--- src/hdl/ccas_pkg.sv ---
// package: modes, register map and carry helpers for the carry cell
package ccas_pkg;

   localparam int unsigned DATA_W = 32;
   localparam int unsigned MODE_W = 5;
   localparam int unsigned GSEL_W = 2;
   localparam int unsigned ST_W   = 8;

   // register byte offsets
   localparam logic [7:0] REG_MODE_OFS   = 8'h00;
   localparam logic [7:0] REG_GSEL_OFS   = 8'h04;
   localparam logic [7:0] REG_STATUS_OFS = 8'h08;

   // status register bit positions
   localparam int unsigned ST_LOW_OUT  = 0;
   localparam int unsigned ST_HIGH_OUT = 1;
   localparam int unsigned ST_ICARRY   = 2;
   localparam int unsigned ST_CHAIN_CARRY_OUT     = 3;
   localparam int unsigned ST_LOW_TAP  = 4;
   localparam int unsigned ST_HIGH_TAP = 5;
   localparam int unsigned ST_CRES     = 6;
   localparam int unsigned ST_OVFL     = 7;

   typedef enum logic [4:0] {
      sum_low_chain_mode            = 5'h00,
      sum_two_bit_mode              = 5'h01,
      sum_high_pin_carry_mode       = 5'h02,
      sum_high_chain_mode           = 5'h03,
      sum_high_inverted_carry_mode  = 5'h04,
      diff_low_chain_mode           = 5'h05,
      diff_two_bit_mode             = 5'h06,
      diff_high_const_carry_mode    = 5'h07,
      diff_high_chain_mode          = 5'h08,
      diff_high_pin_carry_mode      = 5'h09,
      diff_high_inverted_carry_mode = 5'h0A,
      dual_low_chain_mode           = 5'h0B,
      dual_two_bit_mode             = 5'h0C,
      dual_high_chain_mode          = 5'h0D,
      dual_high_pin_carry_mode      = 5'h0E,
      dual_high_null_carry_mode     = 5'h0F
   } ccas_mode_t;

   // upper generator use while only the lower half computes
   typedef enum logic [1:0] {
      gsel_none  = 2'h0,
      gsel_carry = 2'h1,
      gsel_ovfl  = 2'h2
   } ccas_gsel_t;

   localparam ccas_mode_t MODE_RST = sum_two_bit_mode;
   localparam ccas_gsel_t GSEL_RST = gsel_none;

   function automatic logic maj_add(input logic a, input logic b, input logic c);
      return (a & b) | (c & (a | b));
   endfunction : maj_add

   function automatic logic maj_sub(input logic a, input logic b, input logic c);
      return (a & ~b) | (c & (a | ~b));
   endfunction : maj_sub

   function automatic logic mode_legal(input logic [MODE_W-1:0] v);
      return v[MODE_W-1] == 1'h0;
   endfunction : mode_legal

endpackage : ccas_pkg

--- src/hdl/ccas_carry_cell.sv ---
// combinational carry logic and two 1-bit generators of one cell
`timescale 1ns/10ps
module ccas_carry_cell
   import ccas_pkg::*;
(
   input  wire ccas_mode_t mode,
   input  wire ccas_gsel_t gsel,
   input  wire logic       chain_carry_in,
   input  wire logic       low_gen_in_a,
   input  wire logic       low_gen_in_b,
   input  wire logic       low_gen_aux_in,
   input  wire logic       high_gen_in_a,
   input  wire logic       high_gen_in_b,
   input  wire logic       low_tap_direct_pin,
   input  wire logic       upper_tap_direct_pin,
   input  wire logic       upper_aux_direct_pin,
   output logic            low_gen_out,
   output logic            high_gen_out,
   output logic            intermediate_carry,
   output logic            chain_carry_out,
   output logic            low_gen_carry_tap,
   output logic            high_gen_carry_tap,
   output logic            signed_overflow,
   output logic            carry_result
);

   logic ga;
   logic gb;
   logic g3;
   logic f3;

   assign ga = high_gen_in_a;
   assign gb = high_gen_in_b;
   assign f3 = low_gen_aux_in;

   always_comb begin
      low_gen_out        = 1'h0;
      high_gen_out       = 1'h0;
      intermediate_carry = 1'h0;
      chain_carry_out    = 1'h0;
      signed_overflow    = 1'h0;
      carry_result       = 1'h0;
      low_gen_carry_tap  = low_tap_direct_pin;
      high_gen_carry_tap = upper_tap_direct_pin;
      g3                 = upper_aux_direct_pin;
      unique case (mode)
         sum_low_chain_mode, sum_two_bit_mode: begin
            low_gen_carry_tap  = chain_carry_in;
            low_gen_out        = low_gen_in_a ^ low_gen_in_b ^ low_gen_carry_tap;
            intermediate_carry = maj_add(low_gen_in_a, low_gen_in_b, chain_carry_in);
         end
         diff_low_chain_mode, diff_two_bit_mode: begin
            low_gen_carry_tap  = chain_carry_in;
            low_gen_out        = ~(low_gen_in_a ^ low_gen_in_b ^ low_gen_carry_tap);
            intermediate_carry = maj_sub(low_gen_in_a, low_gen_in_b, chain_carry_in);
         end
         dual_low_chain_mode, dual_two_bit_mode: begin
            low_gen_carry_tap  = chain_carry_in;
            low_gen_out        = ~(low_gen_in_a ^ low_gen_in_b ^ low_gen_carry_tap ^ f3);
            intermediate_carry = f3 ? maj_add(low_gen_in_a, low_gen_in_b, chain_carry_in)
                                    : maj_sub(low_gen_in_a, low_gen_in_b, chain_carry_in);
         end
         sum_high_pin_carry_mode, diff_high_pin_carry_mode, dual_high_pin_carry_mode: begin
            intermediate_carry = low_gen_in_a;
         end
         sum_high_chain_mode, diff_high_chain_mode, dual_high_chain_mode: begin
            intermediate_carry = chain_carry_in;
         end
         sum_high_inverted_carry_mode, diff_high_inverted_carry_mode,
         dual_high_null_carry_mode: begin
            intermediate_carry = ~f3;
         end
         diff_high_const_carry_mode: begin
            intermediate_carry = 1'h1;
         end
      endcase
      unique case (mode)
         sum_low_chain_mode, diff_low_chain_mode, dual_low_chain_mode: begin
            chain_carry_out = intermediate_carry;
            signed_overflow = intermediate_carry ^ chain_carry_in;
            carry_result    = intermediate_carry;
            unique case (gsel)
               gsel_none: begin
                  high_gen_out = 1'h0;
               end
               gsel_carry: begin
                  high_gen_carry_tap = intermediate_carry;
                  high_gen_out       = high_gen_carry_tap;
               end
               gsel_ovfl: begin
                  high_gen_carry_tap = intermediate_carry;
                  g3                 = chain_carry_in;
                  high_gen_out       = high_gen_carry_tap ^ g3;
               end
            endcase
         end
         sum_two_bit_mode, sum_high_pin_carry_mode, sum_high_chain_mode,
         sum_high_inverted_carry_mode: begin
            high_gen_carry_tap = intermediate_carry;
            high_gen_out       = ga ^ gb ^ high_gen_carry_tap;
            chain_carry_out    = maj_add(ga, gb, intermediate_carry);
         end
         diff_two_bit_mode, diff_high_chain_mode, diff_high_pin_carry_mode,
         diff_high_inverted_carry_mode: begin
            high_gen_carry_tap = intermediate_carry;
            high_gen_out       = ~(ga ^ gb ^ high_gen_carry_tap);
            chain_carry_out    = maj_sub(ga, gb, intermediate_carry);
         end
         diff_high_const_carry_mode: begin
            high_gen_out    = ga ^ gb;
            chain_carry_out = ga | ~gb;
         end
         dual_two_bit_mode, dual_high_chain_mode, dual_high_pin_carry_mode: begin
            high_gen_carry_tap = intermediate_carry;
            high_gen_out       = ~(ga ^ gb ^ high_gen_carry_tap ^ g3);
            chain_carry_out    = f3 ? maj_add(ga, gb, intermediate_carry)
                                    : maj_sub(ga, gb, intermediate_carry);
         end
         dual_high_null_carry_mode: begin
            high_gen_carry_tap = intermediate_carry;
            high_gen_out       = ga ^ gb;
            chain_carry_out    = (f3 & ga & gb) | (~f3 & (ga | ~gb));
         end
      endcase
   end

endmodule : ccas_carry_cell

--- src/hdl/ccas_top.sv ---
// carry-chain add/subtract cell with an apb mode and status slave
// Behaviour
// - low add mode: sum is a^b^cin, carry is majority, passed out.
// - low-only modes: upper generator may give overflow or carry result.
// - two-bit add: both halves add, chain out is upper majority.
// - upper add with pin carry: intermediate carry equals lower pin a.
// - upper add from chain: intermediate carry is chain carry in.
// - upper add with inverted carry: intermediate carry is inverse aux.
// - low subtract: inverted xor difference, subtract carry passed out.
// - two-bit subtract: both halves subtract, upper subtract carry out.
// - lsb subtract: carry one, upper xor, out is a or not b.
// - upper subtract from chain: intermediate carry is chain carry in.
// - upper subtract with pin carry: intermediate carry is lower pin a.
// - upper subtract inverted carry: intermediate carry is inverse aux.
// - low add/subtract: aux high adds, low subtracts.
// - two-bit add/subtract: both halves follow control, upper carry too.
// - upper add/subtract from chain: carry in passes, xnor of four.
// - upper add/subtract with pin carry: intermediate carry is pin a.
// - lsb add/subtract: carry is not aux, upper xor, mixed carry out.
// - high tap is intermediate carry except in lsb subtract and low modes with gsel none; low tap is chain carry in for low and two-bit modes; else pins.
// - carry equations fixed by mode; only generator use is selectable.
`timescale 1ns/10ps
module ccas_top
   import ccas_pkg::*;
#(
   parameter int unsigned ADDR_W    = 8,
   parameter ccas_mode_t  MODE_INIT = MODE_RST
) (
   input  wire logic              pclk,
   input  wire logic              presetn,
   input  wire logic              ce,
   input  wire logic              psel,
   input  wire logic              penable,
   input  wire logic              pwrite,
   input  wire logic [ADDR_W-1:0] paddr,
   input  wire logic [DATA_W-1:0] pwdata,
   input  wire logic [3:0]        pstrb,
   output logic      [DATA_W-1:0] prdata,
   output logic                   pready,
   output logic                   pslverr,
   input  wire logic              chain_carry_in,
   input  wire logic              low_gen_in_a,
   input  wire logic              low_gen_in_b,
   input  wire logic              low_gen_aux_in,
   input  wire logic              high_gen_in_a,
   input  wire logic              high_gen_in_b,
   input  wire logic              low_tap_direct_pin,
   input  wire logic              upper_tap_direct_pin,
   input  wire logic              upper_aux_direct_pin,
   output logic                   low_gen_out,
   output logic                   high_gen_out,
   output logic                   intermediate_carry,
   output logic                   chain_carry_out,
   output logic                   low_gen_carry_tap,
   output logic                   high_gen_carry_tap,
   output logic                   signed_overflow,
   output logic                   carry_result
);

   typedef struct packed {
      ccas_mode_t        mode;
      ccas_gsel_t        gsel;
      logic              cap;
      logic              err;
      logic [DATA_W-1:0] rdata;
   } ccas_state_t;

   localparam ccas_state_t ST_RST = '{
      mode:  MODE_INIT,
      gsel:  GSEL_RST,
      cap:   1'h0,
      err:   1'h0,
      rdata: '0
   };

   ccas_state_t       st_q;
   ccas_state_t       st_d;
   logic [DATA_W-1:0] rd_val;
   logic [ST_W-1:0]   status_vec;
   logic              hit;
   logic              sel_mode;
   logic              sel_gsel;
   logic              sel_stat;
   logic              xfer_done;

   assign sel_mode  = paddr == ADDR_W'(REG_MODE_OFS);
   assign sel_gsel  = paddr == ADDR_W'(REG_GSEL_OFS);
   assign sel_stat  = paddr == ADDR_W'(REG_STATUS_OFS);
   assign hit       = sel_mode | sel_gsel | sel_stat;
   // answer one cycle after the request is captured
   assign pready    = ce & st_q.cap;
   assign pslverr   = pready & st_q.err;
   assign prdata    = st_q.rdata;
   assign xfer_done = psel & penable & pready;

   always_comb begin
      status_vec              = '0;
      status_vec[ST_LOW_OUT]  = low_gen_out;
      status_vec[ST_HIGH_OUT] = high_gen_out;
      status_vec[ST_ICARRY]   = intermediate_carry;
      status_vec[ST_CHAIN_CARRY_OUT]     = chain_carry_out;
      status_vec[ST_LOW_TAP]  = low_gen_carry_tap;
      status_vec[ST_HIGH_TAP] = high_gen_carry_tap;
      status_vec[ST_CRES]     = carry_result;
      status_vec[ST_OVFL]     = signed_overflow;
   end

   always_comb begin
      st_d   = st_q;
      rd_val = '0;
      if (sel_mode) begin
         rd_val[MODE_W-1:0] = st_q.mode;
      end else if (sel_gsel) begin
         rd_val[GSEL_W-1:0] = st_q.gsel;
      end else if (sel_stat) begin
         rd_val[ST_W-1:0] = status_vec;
      end
      if (ce) begin
         // capture address decode and read data once per transfer
         if (psel && !st_q.cap) begin
            st_d.cap   = 1'h1;
            st_d.err   = !hit;
            st_d.rdata = pwrite ? '0 : rd_val;
         end
         if (xfer_done) begin
            st_d.cap = 1'h0;
            if (pwrite && pstrb[0] && sel_mode &&
                mode_legal(pwdata[MODE_W-1:0])) begin
               st_d.mode = ccas_mode_t'(pwdata[MODE_W-1:0]);
            end
            if (pwrite && pstrb[0] && sel_gsel &&
                pwdata[GSEL_W-1:0] != 2'h3) begin
               st_d.gsel = ccas_gsel_t'(pwdata[GSEL_W-1:0]);
            end
         end
      end
   end

   always_ff @(posedge pclk or negedge presetn) begin
      if (!presetn) begin
         st_q <= ST_RST;
      end else begin
         st_q <= st_d;
      end
   end

   ccas_carry_cell u_cell (
      .mode                 (st_q.mode),
      .gsel                 (st_q.gsel),
      .chain_carry_in       (chain_carry_in),
      .low_gen_in_a         (low_gen_in_a),
      .low_gen_in_b         (low_gen_in_b),
      .low_gen_aux_in       (low_gen_aux_in),
      .high_gen_in_a        (high_gen_in_a),
      .high_gen_in_b        (high_gen_in_b),
      .low_tap_direct_pin   (low_tap_direct_pin),
      .upper_tap_direct_pin (upper_tap_direct_pin),
      .upper_aux_direct_pin (upper_aux_direct_pin),
      .low_gen_out          (low_gen_out),
      .high_gen_out         (high_gen_out),
      .intermediate_carry   (intermediate_carry),
      .chain_carry_out      (chain_carry_out),
      .low_gen_carry_tap    (low_gen_carry_tap),
      .high_gen_carry_tap   (high_gen_carry_tap),
      .signed_overflow      (signed_overflow),
      .carry_result         (carry_result)
   );

   // checks on the datapath and the register slave
   logic       a_lo;
   logic       b_lo;
   logic       a_hi;
   logic       b_hi;
   ccas_mode_t md;

   assign a_lo = low_gen_in_a;
   assign b_lo = low_gen_in_b;
   assign a_hi = high_gen_in_a;
   assign b_hi = high_gen_in_b;
   assign md   = st_q.mode;
endmodule : ccas_top

--- config.mk ---
export PLATFORM = sky130hd
export DESIGN_NAME = ccas_top
export DESIGN_NICKNAME = d
export VERILOG_FILES = /design/src/hdl/ccas_pkg.sv /design/src/hdl/ccas_carry_cell.sv /design/src/hdl/ccas_top.sv
export SDC_FILE = /design/constraint.sdc
export NUM_CORES = 1
export LEC_CHECK = 0
export BUFFER_PORTS_ARGS = -buffer_cell sky130_fd_sc_hd__buf_2
export CORE_MARGIN = 1.5
export CORE_UTILIZATION = 45
export CTS_CLUSTER_DIAMETER = 100
export DETAILED_ROUTE_END_ITERATION = 8
export GPL_TIMING_DRIVEN = 0
export PLACE_DENSITY = 0.8
export RECOVER_POWER = 50
export SLEW_MARGIN = 20
export SYNTH_ARGS = -nofsm -noshare
export SYNTH_HDL_FRONTEND = slang
export SYNTH_SLANG_ARGS = --single-unit
--- constraint.sdc ---
create_clock -name pclk -period 6.2 [get_ports pclk]
set_clock_uncertainty 0.15 [all_clocks]
set_input_delay 1.24 -clock pclk [delete_from_list [all_inputs] [get_ports pclk]]
set_output_delay 1.24 -clock pclk [all_outputs]
set_load 0.1 [all_outputs]
==> summary.md, run 1 <==
| Metric | Value |
|---|---|
| Run status | finished clean |
| Met1 track utilization from global routing | 27.2% |
| Reg clk slew, reported paths | about 0.060 ns |
| Synth Area in Adders | ~6.7% |
| All-Layer GR Usage | 21.6% |
| Drc violations | 0 |
| Kind of cell with the highest combined delay on the critical path | adder cells |
| Total Nets Final | 374 |
| Post-synthesis share of cell area spent on xor and xnor gates | 1.36% |
| Horizontal extent of the die | 68.5 um |
| CTS H-tree lvls | 1 |
| TritonCTS clock tree | done |
| Register area share after synthesis | 22.1% |
| Slew headroom | 22.8% |
| Diode count | 0 |
| Aggregate global routing overflow | 0 |
| Cell types with the largest area share after synthesis | dfrtp_1 21%, buf_4 13%, fa_1 4.2%, nor2_1 3.7%, a21oi_1 3.4% |
| Pin count of the biggest net entering global routing | 18 |
| Buffers on Ports | 44 |
| Die outline height | between 60 and 70 um |
| Highest Clock Rate | around 180 MHz |
| Number of buffers inserted by post-CTS setup repair | 0 |
| Worst vdd ir | ~110 uV |
| P_int | 0.000195 W |
| Leakage component of the power | 1.16 nW |
| Final Setup Violations | 0 |
| Final worst path period share | 91.0% |
| Commonest cells in the synthesized netlist | 33 x buf_4, 19 x nor2_1, 16 x dfrtp_1 |
| Total length of routed wires | 4750 um |
| Delay of the slowest cell on the worst path | between 0.4 and 0.5 ns |
| Fin util | 57.6% |
| Cell variety after synth | 65 |
| Final min period | 5.64 ns |
| Floorplan row count | 23 |
| GR peak layer | met2 |
| Crit path max-delay cell type | buf_2 |
| Sequential Area | ~430 sq um |
| Layout Area Growth over Synthesis | 21.3% |
| HPWL after detailed placement | 3760 um |
| Warnings, synthesis | 0 |
| Met2 track demand over resource | around 37% |
| Number of standard cells after synthesis | around 240 |
| ANT nets after route | 0 |
| Starting utilization of the core area | 47.5% |
| Root buffer cell | clkbuf_8 |
| Initial DRC Count | about 160 |
| Inserted Clock Buffers | 3 |
| TritonRoute pass-1 iters | 4 |
| Layout cell share with drive strength beyond 1 | between 20% and 30% |
| Power Total | ~0.00037 W |
| Category of the most critical setup path | in2out |
| Initial antenna violation count | 0 |
| Total vias in the final route | 1874 |
| RSZ-0062 raised after global routing | false |
| Clock sink count | 17 |
| Post-synth top area cell | dfrtp_1 |
| Complex-gate fraction of the synthesized area | about a fifth |
| Sequential share of power | 31.1% |
| Yosys top cell area share | 20.8% |
| Main combinational cell family by area after synthesis | simple AND/OR/NAND/NOR gates |
| Via count of the first global-routing pass | 1693 |
| Power per Cell Area | ~160 nW/um^2 |
| Crit path launch type | primary input |
| Kind of path behind the tightest hold check | reg2reg |
| Most common cell in the netlist | buf_4 |
| Flops & latches, synth | 17 |
| Main synth FF type | dfrtp_1 |
| Global-route track usage on met3 | between 3 and 4% |
| Simple-gate share of the synthesized area | 27.2% |
| Switching power | 0.000180 W |
| Combinational fraction of design power | 46.9% |
| Avg Inst Size Synth | 8.20 sq um |
| RePlAce Congestion | between 0.9 and 1 |
| Final hold violation count | 0 |
| Worst path cell trace | buf_2 > fa_1 > and4b_1 > o21ai_1 > o211ai_1 > nor3_4 > inv_2 > fa_1 > a31oi_1 > a32oi_1 > o211a_1 > o41ai_2 > buf_2 |
| Number of gates resized after cts | 0 |
| Slew Limit Fails | 0 |
| DR vias/cell | 5.26 |
| Post-synth EDFFs | 0 |
| Critical-path maximum fanout | 8 |
| Total Negative Setup Slacks | 0 ns |
| Cts hold-fix bufs | 0 |
| Number of filler cells placed in the layout | 407 |
| Crit. End Element | output pin |
| Portion of total power attributed to the clock network | between 20% and 30% |
| Number of buffer and inverter stages on the critical path | 3 |
| Total core area | 4060 sq um |
| Maximum number of buffers from clock root to sink | 2 |
| Worst-Margin Slew | roughly 1.2 ns |
| Post-synthesis async set-or-reset flop share | 100% |
| Required arrival time at the worst endpoint | 4.81 ns |
| I/O pin total | about 100 |
| Multi-input logic area | 1240 sq um |
| Routed len/inst | between 10 and 15 um |
| Share of cell area taken by muxes after synthesis | 4.22% |
| Wire length of the first global-routing pass | 7530 um |
| Cell area after synthesis | between 1500 and 2000 sq um |
| Clock network latency to the later pin of the worst-skew pair | 0.25 ns |
| Critical Path AT | between 4 and 5 ns |
| Switching part of the total power | 48.1% |
| Total die area | ~4700 sq um |
| Max-capacitance violation count | 0 |
==> metal layers <==
| layer | routed length [um] | vias up | part of all wire, % |
|---|---|---|---|
| met5 | 0 | - | 0 |
| met4 | 70 | 0 | 1.5 |
| met3 | 377 | 9 | 7.9 |
| met2 | 2310 | 80 | 49 |
| met1 | 2000 | 864 | 42 |
| li1 | - | 921 | - |
==> metrics by stage <==
| step | hold WS (ns) | setup WS [ns] | instances | instance area (sq um) |
|---|---|---|---|---|
| 6_report | 0.335 | 0.560 | 356 | 2340 |
| 5_1_grt | 0.371 | 0.387 | 356 | 2340 |
| 4_1_cts | 0.341 | 0.553 | 356 | 2350 |
| 3_5_place_dp | 0.325 | 0.559 | 352 | 2300 |
| 3_3_place_gp | 0.321 | 0.590 | 352 | 2300 |
| 2_1_floorplan | 0.293 | 0.798 | 258 | 2020 |
==> tightest hold or removal path: stages, from the launching register on <==
cell and delay (ns):
dfrtp_1 0.35, nand2_1 0.05, o31ai_1 0.05
==> cell families after synthesis <==
group                      after synthesis
muxes                                    6
and+or+nand+nor                         88
AOI/OAI and AO/OA                       55
buffers and inverters                   57
DFF                                     17
xor gates and xnor gates                 3
other                                    1
adders and majority gates                8
==> placed cells by master, fill, tap and decap left out, types with 7 or more instances in the layout <==
cell       n
nand2_1   15
buf_4     33
clkbuf_1  16
o21ai_0    7
conb_1    24
dfrtp_1   16
nor2_1    19
a21oi_1   13
buf_2     39
inv_1     11
==> area by class of cell <==
type                            instances  area share, %
Buffer                                 45           13.4
Clock buffer                            4           1.93
Inverter                               12           1.93
Multi-Input combinational cell        184           52.9
Sequential cell                        17           18.2
Tap cell                               50           2.68
Timing Repair Buffer                   44           8.94
==> path summary, 6_finish.rpt <==
check | from | end | slack [ns] | cells after the start
max | chain_carry_in | high_gen_out | 0.56 | 13
min in group asynchronous | presetn | st_q[32] | 0.95 | 1
min | prdata[7] | prdata[7] | 0.34 | 2
min reg2reg | prdata[7] | prdata[7] | 0.34 | 2
max in group asynchronous | presetn | prdata[1] | 4.37 | 1
max reg2reg | md[2] | prdata[1] | 3.14 | 11
==> power groups by stage <==
stage / combinational (W) / clock (W) / sequential [W]
floorplan: 0.000149 / 0 / 0.000118
global placement: 0.000174 / 0 / 0.000119
detailed placement: 0.000175 / 0 / 0.000119
CTS: 0.000176 / 0.0000852 / 0.000117
global route: 0.000185 / 0.0000888 / 0.000117
finish: 0.000176 / 0.0000826 / 0.000117
==> flip-flops by register name, indices dropped and copies added, names as in the netlist <==
name,flops
prdata,8
md,5
st_q,4
Power figures use the tool's default switching activity.
==> inputs of run 2 (changes only) <==
HOLD_SLACK_MARGIN = 0.15   (was default)
RECOVER_POWER = 100   (was 50)
==> summary.md, run 2 (same netlist as run 1, synthesis figures left out) <==
| Metric | Value |
|---|---|
| Maximum number of buffers from clock root to sink | 2 (unchanged) |
| Root buffer cell | clkbuf_8 |
| Power per Cell Area | 162 nW/um^2 (+1.2%) |
| Crit. End Element | output pin |
| Floorplan row count | 23 (unchanged) |
| Hold Path Cell Cnt | 2 (unchanged) |
| ANT nets after route | 0 (unchanged) |
| Crit path max-delay cell type | fa_1 |
| RePlAce Congestion | 0.946 (unchanged) |
| Minimum setup slack among reg-to-reg paths | 3.06 ns (-0.08 ns) |
| Via count of the first global-routing pass | 1693 (unchanged) |
| Cts hold-fix bufs | 0 (unchanged) |
| Number of flip-flops in the largest register | 8 (unchanged) |
| Layout cell share with drive strength beyond 1 | 23.9% (-5.6 points) |
| Worst-Margin Slew | 1.17 ns (+0.00219 ns) |
| Total length of routed wires | 4770 um (+0.32%) |
| RSZ-0062 raised after global routing | false |
| Pin count of the biggest net entering global routing | 18 (unchanged) |
| Initial antenna violation count | 0 (unchanged) |
| Placed cell areas | 2300 sq um (unchanged) |
| All-Layer GR Usage | 21.6% (unchanged) |
| Required arrival time at the worst endpoint | 4.81 ns (about the same) |
| Leakage component of the power | 1.11 nW (-3.9%) |
| Highest Clock Rate | 172 MHz (-2.8%) |
| Slew headroom | 22.7% (-0.15 points) |
| Critical Path AT | 4.41 ns (+0.16 ns) |
| P_int | 0.000193 W (-1.0%) |
| Buffers on Ports | 44 (unchanged) |
| Critical-path maximum fanout | 8 (unchanged) |
| Most frequent cell on the critical path | fa_1 |
| Die outline height | 68.5 um (unchanged) |
| Most common library cell in the layout ignoring fill and taps | buf_4 |
| Category of the most critical setup path | in2out |
| Starting utilization of the core area | 47.5% (unchanged) |
| Horizontal extent of the die | 68.5 um (unchanged) |
| Total core area | 4060 sq um (unchanged) |
| Initial DRC Count | 169 (+3.0%) |
| Max-capacitance violation count | 0 (unchanged) |
| Run status | finished clean |
| CTS H-tree lvls | 1 (unchanged) |
| Fin util | 56.4% (-1.3 points) |
| Total Nets Final | 374 (unchanged) |
| TritonRoute pass-1 iters | 4 (unchanged) |
| Worst vdd ir | 110 uV (-0.26%) |
| Final hold violation count | 0 (unchanged) |
| Switching part of the total power | 48.1% (about the same) |
| Slew Limit Fails | 0 (unchanged) |
| Clock sink count | 17 (unchanged) |
| Portion of total power attributed to the clock network | 22.0% (about the same) |
| TritonCTS clock tree | done |
| Drc violations | 0 (unchanged) |
| Total vias in the final route | 1832 (-2.2%) |
| Aggregate global routing overflow | 0 (unchanged) |
| Number of filler cells placed in the layout | 417 (+2.5%) |
| HPWL after detailed placement | 3760 um (unchanged) |
| Inserted Clock Buffers | 3 (unchanged) |
| Total Negative Setup Slacks | 0 ns (unchanged) |
| I/O pin total | 101 (unchanged) |
| Sequential share of power | 31.4% (+0.3 points) |
| Number of buffers inserted by post-CTS setup repair | 0 (unchanged) |
| Diode count | 0 (unchanged) |
| Switching power | 0.000179 W (-0.91%) |
| Fin area | 2290 sq um (-2.2%) |
| Routed len/inst | 13.4 um (+0.32%) |
| Total die area | 4690 sq um (unchanged) |
| Reg clk slew, reported paths | 0.06 ns (about the same) |
| Kind of path behind the tightest hold check | reg2reg |
| Layout Area Growth over Synthesis | 18.6% |
| Worst R2R Path Depth | 11 (unchanged) |
| Final min period | 5.80 ns (+0.162 ns) |
| Final worst path period share | 93.6% (+2.6 points) |
| Worst path cell trace | clkbuf_1 > fa_1 > and4b_1 > o21ai_0 > o211ai_1 > nor3_4 > inv_1 > fa_1 > a31oi_1 > a32oi_1 > o211a_1 > o41ai_2 > buf_2 |
| DR vias/cell | 5.15 (-2.2%) |
| Delay of the slowest cell on the worst path | 0.50 ns (+0.02 ns) |
| Leading cell types in the layout, fill and taps excluded | 33 x buf_4, 29 x buf_2, 26 x clkbuf_1, 24 x conb_1, 19 x nor2_1 |
| Final Setup Violations | 0 (unchanged) |
| Wire length of the first global-routing pass | 7530 um (unchanged) |
| Crit path launch type | primary input |
| Combinational fraction of design power | 46.6% (-0.3 points) |
| Number of gates resized after cts | 0 (unchanged) |
| Clock network latency to the later pin of the worst-skew pair | 0.25 ns (about the same) |
==> run 2: changes by cell type in the layout (fill, tap and decap cells not counted), sizes merged <==
cell	previous run	this run
buf	74	63
clkbuf	19	30
==> run 2: critical path: cells and delay by family <==
| kind | cells | cell delay (ns) |
|---|---|---|
| fa+ha+maj | 2 | 0.98 |
| simple gates | 2 | 0.59 |
| compound gates | 6 | 0.73 |
| buf+inv | 3 | 0.87 |
==> run 2: power groups by stage <==
stage	clock network, W	logic [W]	registers [W]
after global routing	0.0000888	0.000182	0.000117
after global placement	0	0.000174	0.000119
final	0.0000816	0.000173	0.000117
after CTS	0.0000852	0.000176	0.000117
after detailed placement	0	0.000175	0.000119
after floorplan	0	0.000149	0.000118
==> run 2: cell type report <==
| class | instances | area, sq um | area share (%) |
|---|---|---|---|
| clock buffer | 4 | 45.0 | 1.97 |
| multi-input combinational | 184 | 1200 | 52.7 |
| sequential | 17 | 427 | 18.7 |
| timing repair buffer | 44 | 198 | 8.64 |
| buffer | 45 | 305 | 13.3 |
| tap | 50 | 62.6 | 2.74 |
| inverter | 12 | 45.0 | 1.97 |
==> run 2: path summary, 6_finish.rpt <==
path | from | endpoint
max | chain_carry_in | high_gen_out
max in group asynchronous | presetn | prdata[1]
min in group asynchronous | presetn | st_q[32]
min reg2reg | prdata[7] | prdata[7]
min | prdata[7] | prdata[7]
max reg2reg | md[2] | prdata[1]
==> run 2: per-stage QoR <==
step / hold WS [ns] / setup WS, ns / std cells / power, W
2_1_floorplan: 0.293 / 0.798 / 258 / 0.000268
3_3_place_gp: 0.321 / 0.590 / 352 / 0.000293
3_5_place_dp: 0.325 / 0.559 / 352 / 0.000294
4_1_cts: 0.341 / 0.553 / 356 / 0.000378
5_1_grt: 0.371 / 0.194 / 356 / 0.000388
6_report: 0.334 / 0.399 / 356 / 0.000371
==> run 2: per-layer routing <==
layer / GRT usage, % / wire [um]
met3: 3.62 / 324
met4: 8.25 / 60
met2: 36.5 / 2280
met5: 0 / 0
met1: 27.2 / 2100
